<file path="src/timer_defines.svh">
`ifndef TIMER_DEFINES_SVH
`define TIMER_DEFINES_SVH

// Register byte addresses on the APB window
`define ADDR_CTRL_ONE 8'h00
`define ADDR_CTRL_TWO 8'h04
`define ADDR_STATUS 8'h08
`define ADDR_CAP1_HI 8'h0C
`define ADDR_CAP1_LO 8'h10
`define ADDR_CMP1_HI 8'h14
`define ADDR_CMP1_LO 8'h18
`define ADDR_CAP2_HI 8'h1C
`define ADDR_CAP2_LO 8'h20
`define ADDR_CMP2_HI 8'h24
`define ADDR_CMP2_LO 8'h28
`define ADDR_CNT_HI 8'h2C
`define ADDR_CNT_LO 8'h30

// Control one fields
`define C1_CAP_IRQ_EN 7
`define C1_CMP_IRQ_EN 6
`define C1_PULSE_ACTIVE 2
`define C1_TRIG_EDGE 1
`define C1_AFTER_PULSE 0

// Control two fields
`define C2_CMP1_PIN_EN 7
`define C2_CMP2_PIN_EN 6
`define C2_ONE_PULSE 5
`define C2_PWM 4
`define C2_CLK_SEL_HI 3
`define C2_CLK_SEL_LO 2
`define C2_CAP2_EDGE 1
`define C2_EXT_EDGE 0

// Status bit positions
`define ST_CAP1 7
`define ST_CMP1 6
`define ST_CAP2 4
`define ST_CMP2 3

// Flag vector indexes
`define F_CAP1 0
`define F_CMP1 1
`define F_CAP2 2
`define F_CMP2 3

// Values
`define CTRL_RESET 8'h00
`define CMP_RESET 16'h8000
`define CNT_RESET 16'hFFFC
`define CNT_RELOAD 16'hFFFC
`define CAP_ONE_PULSE 16'hFFFD
`define CAP_RESET 16'h0000
`define SEL_DIV4 2'b00
`define SEL_DIV2 2'b01
`define SEL_DIV8 2'b10
`define SEL_EXT 2'b11
`define DIV4_LAST 3'h3
`define DIV8_LAST 3'h7

`endif

</file>
<file path="src/timer_pkg.sv">
package timer_pkg;
   // Waveform mode, one-hot
   typedef enum logic [2:0] {
      MODE_CMP = 3'b001,
      MODE_OPM = 3'b010,
      MODE_PWM = 3'b100
   } mode_t;
endpackage

</file>
<file path="src/pin_sync.sv">
`timescale 1ns/10ps
// Three-stage synchroniser; a level counts once stages two and three agree
module pin_sync (
   input wire logic clk,
   input wire logic rst,
   input wire logic pin,
   output logic rise,
   output logic fall
);
   logic s1_q, s2_q, s3_q, lvl_q;
   logic stable;

   // Only s2 reads s1, keeping metastability out of the edge logic
   always_ff @(posedge clk) begin
      if (rst) begin
         s1_q <= 1'b0;
         s2_q <= 1'b0;
         s3_q <= 1'b0;
      end else begin
         s1_q <= pin;
         s2_q <= s1_q;
         s3_q <= s2_q;
      end
   end

   assign stable = (s2_q == s3_q);

   // Accepted level follows only agreed samples
   always_ff @(posedge clk) begin
      if (rst) begin
         lvl_q <= 1'b0;
      end else if (stable) begin
         lvl_q <= s2_q;
      end
   end

   assign rise = stable & s2_q & ~lvl_q;
   assign fall = stable & ~s2_q & lvl_q;
endmodule

</file>
<file path="src/timer_tick.sv">
`timescale 1ns/10ps
`include "timer_defines.svh"
// Timer tick enable: CPU clock divided, or edges of the external pin
module timer_tick (
   input wire logic clk,
   input wire logic rst,
   input wire logic [1:0] sel,
   input wire logic ext_rising,
   input wire logic ext_pin,
   input wire logic run,
   output logic tick
);
   logic [2:0] div_q;
   logic ext_rise, ext_fall, raw;

   // Free-running divider, stopped work is gated at the output only
   always_ff @(posedge clk) begin
      if (rst) begin
         div_q <= 3'h0;
      end else begin
         div_q <= div_q + 3'h1;
      end
   end

   pin_sync u_ext (
      .clk(clk),
      .rst(rst),
      .pin(ext_pin),
      .rise(ext_rise),
      .fall(ext_fall)
   );

   // Tick select per clock select field
   always_comb begin
      case (sel)
         `SEL_DIV4: raw = (div_q[1:0] == `DIV4_LAST);
         `SEL_DIV2: raw = div_q[0];
         `SEL_DIV8: raw = (div_q == `DIV8_LAST);
         `SEL_EXT: raw = ext_rising ? ext_rise : ext_fall;
         default: raw = 1'b0;
      endcase
   end

   assign tick = raw & run;
endmodule

</file>
<file path="src/timer_pwm.sv">
`timescale 1ns/10ps
`include "timer_defines.svh"
module timer_pwm
   import timer_pkg::*;
(
   input wire logic CLK,
   input wire logic RST,
   input wire logic PSEL,
   input wire logic PENABLE,
   input wire logic PWRITE,
   input wire logic [7:0] PADDR,
   input wire logic [31:0] PWDATA,
   output logic [31:0] PRDATA,
   output logic PREADY,
   output logic PSLVERR,
   input wire logic CAP1_IN,
   input wire logic CAP2_IN,
   input wire logic EXT_CLK_IN,
   output logic COMP1_OUT,
   output logic COMP1_OE,
   output logic COMP2_OUT,
   output logic COMP2_OE,
   input wire logic IRQ_MASK,
   input wire logic WAIT_MODE,
   input wire logic HALT_MODE,
   input wire logic WAKE_INT,
   output logic TIMER_IRQ,
   output logic WAKE_REQ
);
   logic [7:0] ctrl1_q, ctrl2_q;
   logic [15:0] cnt_q, cap1_q, cap2_q, cmp1_q, cmp2_q, act1_q, act2_q, c1, c2;
   logic [3:0] flag_q, arm_q, fset, fclr;
   logic [1:0] cmp_en_q, cap_inh_q, halt_arm_q;
   logic [31:0] prdata_q;
   logic [31:0] prdata_q_d;
   logic out1_q, out2_q;
   mode_t mode;
   logic tick, m1, m2, trig, ev1, ev2, wake1, wake2;
   logic r1, f1, r2, f2, pend;
   logic setup, acc, wr, rd, hit;

   // Register decode shared by writes, read side effects and flag clears
   function automatic logic is_reg(input logic [7:0] a, input logic [7:0] r);
      return a == r;
   endfunction

   // Mode select; PWM wins over one-pulse
   always_comb begin
      if (ctrl2_q[`C2_PWM]) begin
         mode = MODE_PWM;
      end else if (ctrl2_q[`C2_ONE_PULSE]) begin
         mode = MODE_OPM;
      end else begin
         mode = MODE_CMP;
      end
   end

   timer_tick u_tick (
      .clk(CLK),
      .rst(RST),
      .sel(ctrl2_q[`C2_CLK_SEL_HI:`C2_CLK_SEL_LO]),
      .ext_rising(ctrl2_q[`C2_EXT_EDGE]),
      .ext_pin(EXT_CLK_IN),
      .run(~HALT_MODE),
      .tick(tick)
   );

   pin_sync u_cap1 (
      .clk(CLK),
      .rst(RST),
      .pin(CAP1_IN),
      .rise(r1),
      .fall(f1)
   );

   pin_sync u_cap2 (
      .clk(CLK),
      .rst(RST),
      .pin(CAP2_IN),
      .rise(r2),
      .fall(f2)
   );

   // Qualified edges; in PWM pin one is ignored entirely
   assign ev1 = (ctrl1_q[`C1_TRIG_EDGE] ? r1 : f1) & (mode != MODE_PWM);
   assign ev2 = ctrl2_q[`C2_CAP2_EDGE] ? r2 : f2;
   assign trig = ev1 & (mode == MODE_OPM) & ~HALT_MODE;
   assign wake1 = WAKE_INT & halt_arm_q[0];
   assign wake2 = WAKE_INT & halt_arm_q[1];

   // PWM compares on the buffered copies, other modes on the live values
   assign c1 = (mode == MODE_PWM) ? act1_q : cmp1_q;
   assign c2 = (mode == MODE_PWM) ? act2_q : cmp2_q;
   // Match acts on the tick leaving the count, giving value plus five ticks
   assign m1 = tick & (cnt_q == c1) & cmp_en_q[0];
   assign m2 = tick & (cnt_q == c2) & cmp_en_q[1];

   // APB phases
   assign setup = PSEL & ~PENABLE;
   assign acc = PSEL & PENABLE;
   assign wr = acc & PWRITE & hit;
   assign rd = acc & ~PWRITE & hit;
   assign PREADY = 1'b1;
   assign PSLVERR = acc & ~hit;
   assign PRDATA = prdata_q;

   // Read mux sampled in the setup cycle
   always_comb begin
      hit = 1'b1;
      case (PADDR)
         `ADDR_CTRL_ONE: prdata_q_d = {24'h00_0000, ctrl1_q};
         `ADDR_CTRL_TWO: prdata_q_d = {24'h00_0000, ctrl2_q};
         `ADDR_STATUS: prdata_q_d = {24'h00_0000, flag_q[`F_CAP1], flag_q[`F_CMP1], 1'b0,
            flag_q[`F_CAP2], flag_q[`F_CMP2], 3'h0};
         `ADDR_CAP1_HI: prdata_q_d = {24'h00_0000, cap1_q[15:8]};
         `ADDR_CAP1_LO: prdata_q_d = {24'h00_0000, cap1_q[7:0]};
         `ADDR_CMP1_HI: prdata_q_d = {24'h00_0000, cmp1_q[15:8]};
         `ADDR_CMP1_LO: prdata_q_d = {24'h00_0000, cmp1_q[7:0]};
         `ADDR_CAP2_HI: prdata_q_d = {24'h00_0000, cap2_q[15:8]};
         `ADDR_CAP2_LO: prdata_q_d = {24'h00_0000, cap2_q[7:0]};
         `ADDR_CMP2_HI: prdata_q_d = {24'h00_0000, cmp2_q[15:8]};
         `ADDR_CMP2_LO: prdata_q_d = {24'h00_0000, cmp2_q[7:0]};
         `ADDR_CNT_HI: prdata_q_d = {24'h00_0000, cnt_q[15:8]};
         `ADDR_CNT_LO: prdata_q_d = {24'h00_0000, cnt_q[7:0]};
         default: begin
            prdata_q_d = 32'h0000_0000;
            hit = 1'b0;
         end
      endcase
   end

   // Read data held from setup so it stays stable through the access
   always_ff @(posedge CLK) begin
      if (RST) begin
         prdata_q <= 32'h0000_0000;
      end else if (setup) begin
         prdata_q <= prdata_q_d;
      end
   end

   // Control registers
   always_ff @(posedge CLK) begin
      if (RST) begin
         ctrl1_q <= `CTRL_RESET;
         ctrl2_q <= `CTRL_RESET;
      end else if (wr) begin
         if (is_reg(PADDR, `ADDR_CTRL_ONE)) begin
            ctrl1_q <= PWDATA[7:0];
         end
         if (is_reg(PADDR, `ADDR_CTRL_TWO)) begin
            ctrl2_q <= PWDATA[7:0];
         end
      end
   end

   // Compare registers and their high-byte inhibit
   always_ff @(posedge CLK) begin
      if (RST) begin
         cmp1_q <= `CMP_RESET;
         cmp2_q <= `CMP_RESET;
         cmp_en_q <= 2'h3;
      end else if (wr) begin
         if (is_reg(PADDR, `ADDR_CMP1_HI)) begin
            cmp1_q[15:8] <= PWDATA[7:0];
            cmp_en_q[0] <= 1'b0;
         end
         if (is_reg(PADDR, `ADDR_CMP1_LO)) begin
            cmp1_q[7:0] <= PWDATA[7:0];
            cmp_en_q[0] <= 1'b1;
         end
         if (is_reg(PADDR, `ADDR_CMP2_HI)) begin
            cmp2_q[15:8] <= PWDATA[7:0];
            cmp_en_q[1] <= 1'b0;
         end
         if (is_reg(PADDR, `ADDR_CMP2_LO)) begin
            cmp2_q[7:0] <= PWDATA[7:0];
            cmp_en_q[1] <= 1'b1;
         end
      end
   end

   // Buffered copies track live values outside PWM, load at period end in PWM
   always_ff @(posedge CLK) begin
      if (RST) begin
         act1_q <= `CMP_RESET;
         act2_q <= `CMP_RESET;
      end else if (mode != MODE_PWM || m2) begin
         act1_q <= cmp1_q;
         act2_q <= cmp2_q;
      end
   end

   // Counter reloaded by the one-pulse trigger and the PWM period end, else counts ticks; halt removes the ticks and blocks the trigger
   always_ff @(posedge CLK) begin
      if (RST) begin
         cnt_q <= `CNT_RESET;
      end else if (trig) begin
         cnt_q <= `CNT_RELOAD;
      end else if (m2 && mode == MODE_PWM) begin
         cnt_q <= `CNT_RELOAD;
      end else if (tick) begin
         cnt_q <= cnt_q + 16'h0001;
      end
   end

   // Capture inhibit after a high-byte read, so the pair is read coherently
   always_ff @(posedge CLK) begin
      if (RST) begin
         cap_inh_q <= 2'h0;
      end else if (rd) begin
         if (is_reg(PADDR, `ADDR_CAP1_HI)) cap_inh_q[0] <= 1'b1;
         if (is_reg(PADDR, `ADDR_CAP1_LO)) cap_inh_q[0] <= 1'b0;
         if (is_reg(PADDR, `ADDR_CAP2_HI)) cap_inh_q[1] <= 1'b1;
         if (is_reg(PADDR, `ADDR_CAP2_LO)) cap_inh_q[1] <= 1'b0;
      end
   end

   // Pin two edges, and pin one edges in compare mode, seen during halt are held until the wake-up
   always_ff @(posedge CLK) begin
      if (RST) begin
         halt_arm_q <= 2'h0;
      end else if (HALT_MODE) begin
         if (ev1 && mode == MODE_CMP) halt_arm_q[0] <= 1'b1;
         if (ev2) halt_arm_q[1] <= 1'b1;
      end else begin
         halt_arm_q <= 2'h0;
      end
   end

   // Capture registers
   always_ff @(posedge CLK) begin
      if (RST) begin
         cap1_q <= `CAP_RESET;
         cap2_q <= `CAP_RESET;
      end else begin
         if (trig) begin
            cap1_q <= `CAP_ONE_PULSE;
         end else if (wake1 || (ev1 && mode == MODE_CMP && !HALT_MODE && !cap_inh_q[0])) begin
            cap1_q <= cnt_q;
         end
         if (wake2 || (ev2 && !HALT_MODE && !cap_inh_q[1])) begin
            cap2_q <= cnt_q;
         end
      end
   end

   // Flag set terms per mode
   always_comb begin
      fset = 4'h0;
      fset[`F_CAP2] = (ev2 & ~HALT_MODE & ~cap_inh_q[1]) | wake2;
      fset[`F_CAP1] = wake1 | trig;
      case (mode)
         MODE_CMP: begin
            fset[`F_CAP1] = wake1 | (ev1 & ~HALT_MODE & ~cap_inh_q[0]);
            fset[`F_CMP1] = m1;
            fset[`F_CMP2] = m2;
         end
         MODE_OPM: fset[`F_CMP2] = m2;
         MODE_PWM: fset[`F_CAP1] = m2;
         default: fset = 4'h0;
      endcase
   end

   // Second step of the clear: access to the matching low byte
   always_comb begin
      fclr = 4'h0;
      fclr[`F_CAP1] = acc & is_reg(PADDR, `ADDR_CAP1_LO);
      fclr[`F_CMP1] = acc & is_reg(PADDR, `ADDR_CMP1_LO);
      fclr[`F_CAP2] = acc & is_reg(PADDR, `ADDR_CAP2_LO);
      fclr[`F_CMP2] = acc & is_reg(PADDR, `ADDR_CMP2_LO);
      fclr = fclr & arm_q;
   end

   // Status read arms only the flags it showed as set; set beats clear
   always_ff @(posedge CLK) begin
      if (RST) begin
         flag_q <= 4'h0;
         arm_q <= 4'h0;
      end else begin
         flag_q <= fset | (flag_q & ~fclr);
         if (rd && is_reg(PADDR, `ADDR_STATUS)) begin
            arm_q <= arm_q | {prdata_q[`ST_CMP2], prdata_q[`ST_CAP2],
               prdata_q[`ST_CMP1], prdata_q[`ST_CAP1]};
         end else begin
            arm_q <= arm_q & ~fclr;
         end
      end
   end

   // Pin one level: pulse start, pulse end and periodic restart
   always_ff @(posedge CLK) begin
      if (RST) begin
         out1_q <= 1'b0;
      end else begin
         case (mode)
            MODE_OPM: begin
               if (trig) out1_q <= ctrl1_q[`C1_PULSE_ACTIVE];
               else if (m1) out1_q <= ctrl1_q[`C1_AFTER_PULSE];
            end
            MODE_PWM: begin
               if (m2) out1_q <= ctrl1_q[`C1_PULSE_ACTIVE];
               else if (m1) out1_q <= ctrl1_q[`C1_AFTER_PULSE];
            end
            MODE_CMP: begin
               if (m1) out1_q <= ctrl1_q[`C1_AFTER_PULSE];
            end
            default: out1_q <= 1'b0;
         endcase
      end
   end

   // Pin two waveform exists only in plain compare operation
   always_ff @(posedge CLK) begin
      if (RST) begin
         out2_q <= 1'b0;
      end else if (m2 && mode == MODE_CMP) begin
         out2_q <= ctrl1_q[`C1_PULSE_ACTIVE];
      end
   end

   assign COMP1_OUT = out1_q;
   assign COMP1_OE = ctrl2_q[`C2_CMP1_PIN_EN];
   assign COMP2_OUT = out2_q;
   assign COMP2_OE = ctrl2_q[`C2_CMP2_PIN_EN] & (mode == MODE_CMP);

   // Request pending; wait state does not stop anything here
   assign pend = (ctrl1_q[`C1_CAP_IRQ_EN] & (flag_q[`F_CAP1] | flag_q[`F_CAP2]))
      | (ctrl1_q[`C1_CMP_IRQ_EN] & (flag_q[`F_CMP1] | flag_q[`F_CMP2]));
   assign TIMER_IRQ = pend & ~IRQ_MASK;
   assign WAKE_REQ = pend & WAIT_MODE;

   opm_load_a: assert property (@(posedge CLK) disable iff (RST)
      trig |=> cnt_q == `CNT_RELOAD && cap1_q == `CAP_ONE_PULSE && flag_q[`F_CAP1])
      else $error("one-pulse trigger load wrong");
   opm_level_a: assert property (@(posedge CLK) disable iff (RST)
      trig |=> out1_q == $past(ctrl1_q[`C1_PULSE_ACTIVE]))
      else $error("pulse level not driven");
   opm_end_a: assert property (@(posedge CLK) disable iff (RST)
      (mode == MODE_OPM && m1 && !trig) |=> out1_q == $past(ctrl1_q[`C1_AFTER_PULSE]))
      else $error("pulse did not end");
   pwm_reload_a: assert property (@(posedge CLK) disable iff (RST)
      (mode == MODE_PWM && m2) |=> cnt_q == `CNT_RELOAD && flag_q[`F_CAP1])
      else $error("period restart wrong");
   pwm_noflag_a: assert property (@(posedge CLK) disable iff (RST)
      mode == MODE_PWM |-> !fset[`F_CMP1] && !fset[`F_CMP2])
      else $error("compare flag set in PWM");
   opm_noflag_a: assert property (@(posedge CLK) disable iff (RST)
      mode == MODE_OPM |-> !fset[`F_CMP1])
      else $error("compare one flag set in one-pulse");
   flag_clear_a: assert property (@(posedge CLK) disable iff (RST)
      (fclr[`F_CAP1] && !fset[`F_CAP1]) |=> !flag_q[`F_CAP1])
      else $error("capture flag not cleared");
   halt_hold_a: assert property (@(posedge CLK) disable iff (RST)
      (HALT_MODE && $past(HALT_MODE)) |-> $stable(cnt_q))
      else $error("counter moved in halt");
   cmp_inhibit_a: assert property (@(posedge CLK) disable iff (RST)
      !cmp_en_q[0] |-> !m1)
      else $error("inhibited compare matched");
endmodule

</file>
<file path="config.mk">
export PLATFORM = sky130hd
export DESIGN_NAME = timer_pwm
export DESIGN_NICKNAME = d
export VERILOG_FILES = /design/src/timer_pkg.sv /design/src/pin_sync.sv /design/src/timer_tick.sv /design/src/timer_pwm.sv
export VERILOG_INCLUDE_DIRS = /design/src
export SDC_FILE = /design/constraint.sdc
export NUM_CORES = 1
export LEC_CHECK = 0
export ABC_AREA = 1
export BUFFER_PORTS_ARGS = -buffer_cell sky130_fd_sc_hd__buf_4
export CAP_MARGIN = 20
export CORE_MARGIN = 2
export CORE_UTILIZATION = 40
export DETAILED_ROUTE_END_ITERATION = 6
export GPL_TIMING_DRIVEN = 0
export PLACE_DENSITY = 0.66
export REMOVE_ABC_BUFFERS = 1
export SLEW_MARGIN = 20
export SYNTH_ARGS = -nofsm -noshare
export SYNTH_HDL_FRONTEND = slang
export SYNTH_SLANG_ARGS = --single-unit
export TNS_END_PERCENT = 20
</file>
<file path="constraint.sdc">
create_clock -name CLK -period 2.2 [get_ports CLK]
set_clock_uncertainty 0.1 [all_clocks]
set_input_delay 0 -clock CLK [delete_from_list [all_inputs] [get_ports CLK]]
set_output_delay 0 -clock CLK [all_outputs]
set_load 0.005 [all_outputs]
</file>
# Word level (Yosys, flattened, before mapping)
# Index checks and enable logic that the tools add are counted.
# op_classes
addsub	2
eq_ne	26
muxes	29
bitwise	67
reduce_logical	37
# op_table
operator	n
$pmux 8 s13	1
$mux 16	4
$and 1x1->1	42
$eq 8x6->1 const B	5
$eq 16x16->1	2
$eq 8x5->1 const B	4
$reduce_and 2->1	10
$mux 1	18
$add 16x1->16 const B	1
$eq 8x4->1 const B	2
$not 1->1	13
$reduce_or 13->1	1
$and 4x4->4	3
$reduce_bool 2->1	5
$eq 8x3->1 const B	1
$logic_and 1x1->1	8
$logic_not 8->1	1
$or 4x4->4	2
$eq 2x2->1 const B	3
$eq 3x3->1 const B	2
$or 1x1->1	6
$pmux 1 s3	2
$reduce_or 2->1	3
$reduce_or 3->1	2
other kinds (14)	20
# word_totals
register_bits	191
in_bits	52
out_inout_bits	40

# Depth between registers and ports, before layout
# depth
depth_word	11
depth_mapped	16
mapped_depth_nobuf	14

# Hierarchy
# From an unflattened synthesis, not the netlist that was laid out.
# hier_totals
cells_unflattened	1262
area_unflattened_um2	8689.6
# modules_own_cells
mod	n_inst	cells_each	area_each_um2	seq_area_each_um2
timer_pwm	1	1169	8013.9	3042.9
pin_sync	3	23	171.4	80.1
timer_tick	1	24	161.4	60.1

# Worst setup path after synthesis
# No wires, ideal clock.
# synth_timing
path_kind	flip-flop to flip-flop
start	register u_tick.div_q[0]
end	register act1_q[0]
arrival_ps	1770
slack_ps	203
stages_incl_launch_ff	13
path_cell_list	dfxtp_1 > ha_1 > ha_1 > o21ai_0 > nand2_1 > nand2_1 > nor2_2 > nand3_2 > nand2_2 > buf_6 > buf_6 > o21ai_0 > nor2_1
# synth_between
elab_chain_len	6
elab_cells_between_ends	7
cone_classes	eq/ne: 2; mux: 1; bitwise: 3; reduce/logical: 1
# synth_rtl
item	line	source
from (decl)	timer_tick.sv:13	logic [2:0] div_q;
from (signal assigned)	timer_tick.sv:21	div_q <= div_q + 3'h1;
$eq 3x3->1 (no source line) or $eq 2x2->1 (tied branches)	--	
$pmux 1 s4 *	timer_tick.sv:35	case (sel)
$and 1x1->1 *	timer_tick.sv:44	assign tick = raw & run;
$and 1x1->1 * (2 in series)	timer_pwm.sv:96	assign m2 = tick & (cnt_q == c2) & cmp_en_q[1];
$logic_or 1x1->1 *	timer_pwm.sv:187	end else if (mode != MODE_PWM || m2) begin
to (signal assigned)	timer_pwm.sv:185	act1_q <= `CMP_RESET;
to (signal assigned)	timer_pwm.sv:188	act1_q <= cmp1_q;
to (decl)	timer_pwm.sv:31	logic [15:0] cnt_q, cap1_q, cap2_q, cmp1_q, cmp2_q, act1_q, act2_q, c1, c2;
# Mark *: on every way between the ends. The rest lies on a longest branch, timed or not.
# A chain may end at the register's enable or synchronous reset.

# Worst setup path in the final report
# layout_timing
start	register ctrl2_q[4]
end	register act1_q[11]
# layout_between
elab_chain_len	7
elab_cells_between_ends	8
cone_classes	eq/ne: 3; mux: 2; bitwise: 2; reduce/logical: 1
# layout_rtl
item	line	source
from (decl)	timer_pwm.sv:30	logic [7:0] ctrl1_q, ctrl2_q;
from (signal assigned)	timer_pwm.sv:145	ctrl2_q <= `CTRL_RESET;
from (signal assigned)	timer_pwm.sv:151	ctrl2_q <= PWDATA[7:0];
$mux 3 *	timer_pwm.sv:49	if (ctrl2_q[`C2_PWM]) begin
$eq 3x3->1	timer_pwm.sv:93	assign c2 = (mode == MODE_PWM) ? act2_q : cmp2_q;
$mux 16	timer_pwm.sv:93	
$eq 16x16->1	timer_pwm.sv:96	
$and 1x1->1 (2 in series)	timer_pwm.sv:96	
$logic_or 1x1->1 *	timer_pwm.sv:187	
# Marked as above.

==> run summary <==
Cell family with most CP delay: simple AND/OR/NAND/NOR gates
FMAX: 455 MHz
Synth Area in Compound Gates: 11.8%
Status: finished, final reports clean
Critical path endpoint category: flip-flop
Max transition margin: 41.2%
Number of synthesized flops with an enable pin: 0
Slew Limit Fails: 0
Detailed Routing Iterations Pass 1: 7
Vias in the first global route: 7,675
Starting Density: 40.9%
Max-Cap Viols: 0
Antenna cells: 0
Core Region: 0.0212 sq mm
Port Buffers: 42
Adder-cell share of the synthesized area: 1.30%
Detailed placement HPWL: 18.7 mm
Initial DRC Count: 977
Layout cell share with drive strength beyond 1: 12.8%
Unrepaired setup endpoints after global routing: yes
Area of the die: 0.0228 sq mm
Die H: 151 microns
Largest family of logic cells by synthesized area: simple AND/OR/NAND/NOR gates
Dpl cell area: 0.00899 sq mm
DRT antenna net count: 0
Cell Chain, Critical Path: buf_12, inv_16, nand2_1, nand2_1, nand2_1, nand2_1, nor2_2, nand2_2, nor2_4, nand3_4, buf_12, nand2_8, nand2_1, o21ai_0, nor2_1
Clk Latency, worst-skew pair: 0.45 ns
Largest stage delay, worst path: 0.39 ns
CTS H-tree lvls: 4
Avg Inst Size Synth: 6.47 sq um
Multi-input logic area: 0.00472 sq mm
Prevailing post-synth register cell: dfxtp_1
Final Hold Viols: 0
Crit path buffers/inverters: 3
First-pass GRT wire length: 44.3 mm
# IOs: 92
Post-Syn Area: 0.00865 sq mm
Peak VDD IR: 584 uV
#FFs+latches synth: 167
Worst Tran Pin Value: 0.879 ns
CP max stage cell: dfxtp_4
Placer Congestion: 0.905
# clock sinks: 167
Chip Width: 151 microns
Startpoint types: flip-flop
PwrDens: 615 mW/mm^2
Crit path DAT: 2.43 ns
Hold WS: 0.0557 ns
Async SR Flop Fraction: 0%
Initial antenna violation count: 0
Busiest grt layer: met2
Layout Cells excl Fill: 1,685
Mux cell area share after synthesis: 0%
Met2 Usage GRT: 40.4%
GRT Total Usage: 25.9%
Vias: 8,853
Xor and xnor area share after synthesis: 0.709%
FF+latch area: 0.00335 sq mm
Clock transition at the registers of the reported paths: 0.07 ns
WL per Instance: 17.1 microns
Max FO, Critical Path: 16
Final instance area: 0.0103 sq mm
Clock root buffer master: clkbuf_16
Placed insts: 1,606
Layout area overhead: 19.4%
Drt via density: 5.25
Ys Warns: 0
Fill cells: 2,129
Remaining Overflow, GRT: 0
Global-route met3 utilization: 4.64%
Hold crit path type: input port to flip-flop
Number of buffers created by CTS: 17
Top cell by count, worst path: nand2_1
Register area share after synthesis: 38.7%
Clock Path Buffers: 2
Final Setup Violations: 0
Number of remaining DRC errors: 0
Fin nets: 1,458
Fin crit period: 2.20 ns
Core Rows: 53
CTS tree: built
Pin count of the biggest net entering global routing: 66
CP Class: flip-flop to flip-flop
Synth cell types: 38
Total Routed Length: 28.9 mm
Simple-gate share of the synthesized area: 36.9%
Pleak: 4.86 nW
M1 GR Usage: 35.1%
Period utilization: 99.8%
Worst path required time: 2.44 ns
Synth Instances: 1,336
## stage by stage
step	setup slack, ns	utilization [%]	power (mW)	TNS [ns]
4_1_cts	-0.0213	47.5	6.35	-0.0358
3_5_place_dp	-1.40	42.5	3.44	-82.39
2_1_floorplan	-0.928	-	3.30	-41.66
5_1_grt	-0.100	48.8	6.56	-2.58
3_3_place_gp	-2.81	42.2	3.43	-180.12
6_report	0.00402	48.8	6.36	0
## what timing repair did
action | 4_1_cts | 5_1_grt
setup buffers | 6 | 12
setup endpoints to repair | 89 | 64
endpoints found under the hold margin | 104 | 0
gates cloned | 6 | 0
hold buffers | 23 | 0
gates resized for setup | 31 | 65
pin swaps | 5 | 21
## worst paths after layout
kind,startpoint,to,slack [ns],cells after the start
min reg2reg,u_cap1.s1_q$_SDFF_PP0_,u_cap1.s2_q$_SDFF_PP0_,0.30,2
max reg2reg,ctrl2_q[4]$_SDFFE_PP0P_,act1_q[11]$_SDFFE_PP0P_,0.004,15
min,PADDR[2],cap_inh_q[0]$_SDFFE_PP0P_,0.06,5
max,ctrl2_q[4]$_SDFFE_PP0P_,act1_q[11]$_SDFFE_PP0P_,0.004,15
## state kept, by name (all words and copies together) (netlist names), 3 cells and up
| name | flops |
|---|---|
| cmp1_q | 16 |
| arm_q | 4 |
| act2_q | 16 |
| act1_q | 16 |
| flag_q | 4 |
| cmp2_q | 16 |
| cap2_q | 16 |
| cnt_q | 16 |
| cap1_q | 16 |
| u_tick.div_q | 3 |
| ctrl2_q | 8 |
| ctrl1_q | 8 |
| PRDATA | 8 |
## layout by cell type (no fill, tap or decap), drive strengths merged, types with 6 or more instances in the layout
master | netlist | layout
nand2 | 410 | 413
nor2 | 235 | 235
dfxtp | 167 | 167
inv | 118 | 128
o21ai | 109 | 109
nand3 | 80 | 80
buf | 51 | 65
a21oi | 59 | 59
conb | 2 | 25
dlygate4sd3 | 0 | 22
nor3 | 20 | 20
clkbuf | 21 | 17
nand4 | 13 | 13
o211ai | 9 | 9
ha | 9 | 9
o22ai | 8 | 8
xor2 | 7 | 7
clkinv | 4 | 6
## layer usage
layer  vias to the layer above  share of wire, %
li1                       4319                 -
met1                      4055                43
met2                       394                45
met3                        85               7.8
met4                         0               4.3
met5                         -                 0
## logic make-up after synthesis
kind of cell	after synthesis
simple gates	764
buf+inv	194
compound gates	193
flops	167
fa+ha+maj	9
xor+xnor	7
other cells	2
## cell usage after synthesis, types with 2 or more instances
cell type	number	area, sq um
nor2_4	3	33.8
o22ai_1	8	50.1
a31oi_1	2	12.5
or2_2	2	12.5
dfxtp_1	167	3340
nor3_2	3	30.0
clkbuf_1	21	78.8
buf_1	2	7.51
nand4_1	12	75.1
nand3_1	71	355
buf_4	26	195
buf_6	10	113
nor2_1	226	848
o21ai_1	12	60.1
nand3_4	3	52.6
o21ai_0	97	485
xor2_1	7	61.3
nor3_1	17	85.1
o211ai_1	9	67.6
inv_1	112	420
ha_1	9	113
nand2_2	3	18.8
buf_2	13	65.1
a21boi_0	2	15.0
nand2_1	407	1530
nor2_2	6	37.5
a21oi_1	59	295
nand3_2	6	60.1
nand3b_1	3	22.5
inv_2	6	22.5
clkinv_1	4	15.0
conb_1	2	7.51
## tightest hold or removal path, delay by kind of cell
| kind | cells | cell delay (ns) |
|---|---|---|
| buffers and inverters | 2 | 0.16 |
| AND/OR/NAND/NOR | 2 | 0.22 |
| AO/OA/AOI/OAI | 1 | 0.18 |
## where the power goes
group	internal [mW]	switching [mW]
Sequential	3.06	0.0230
Clock	1.49	1.43
Combinational	0.127	0.224
Total	4.68	1.68
## area by class of cell
class                   count  area share, %
repair buffers             87           8.19
well taps                 275           3.33
clock buffers              17           4.12
inverters                 122           4.85
clock inverters            15           1.26
repair inverters            1         0.0848
flip-flops and latches    167           32.4
multi-input cells        1001           45.7
Note: power is estimated with default switching activity, not from simulation.
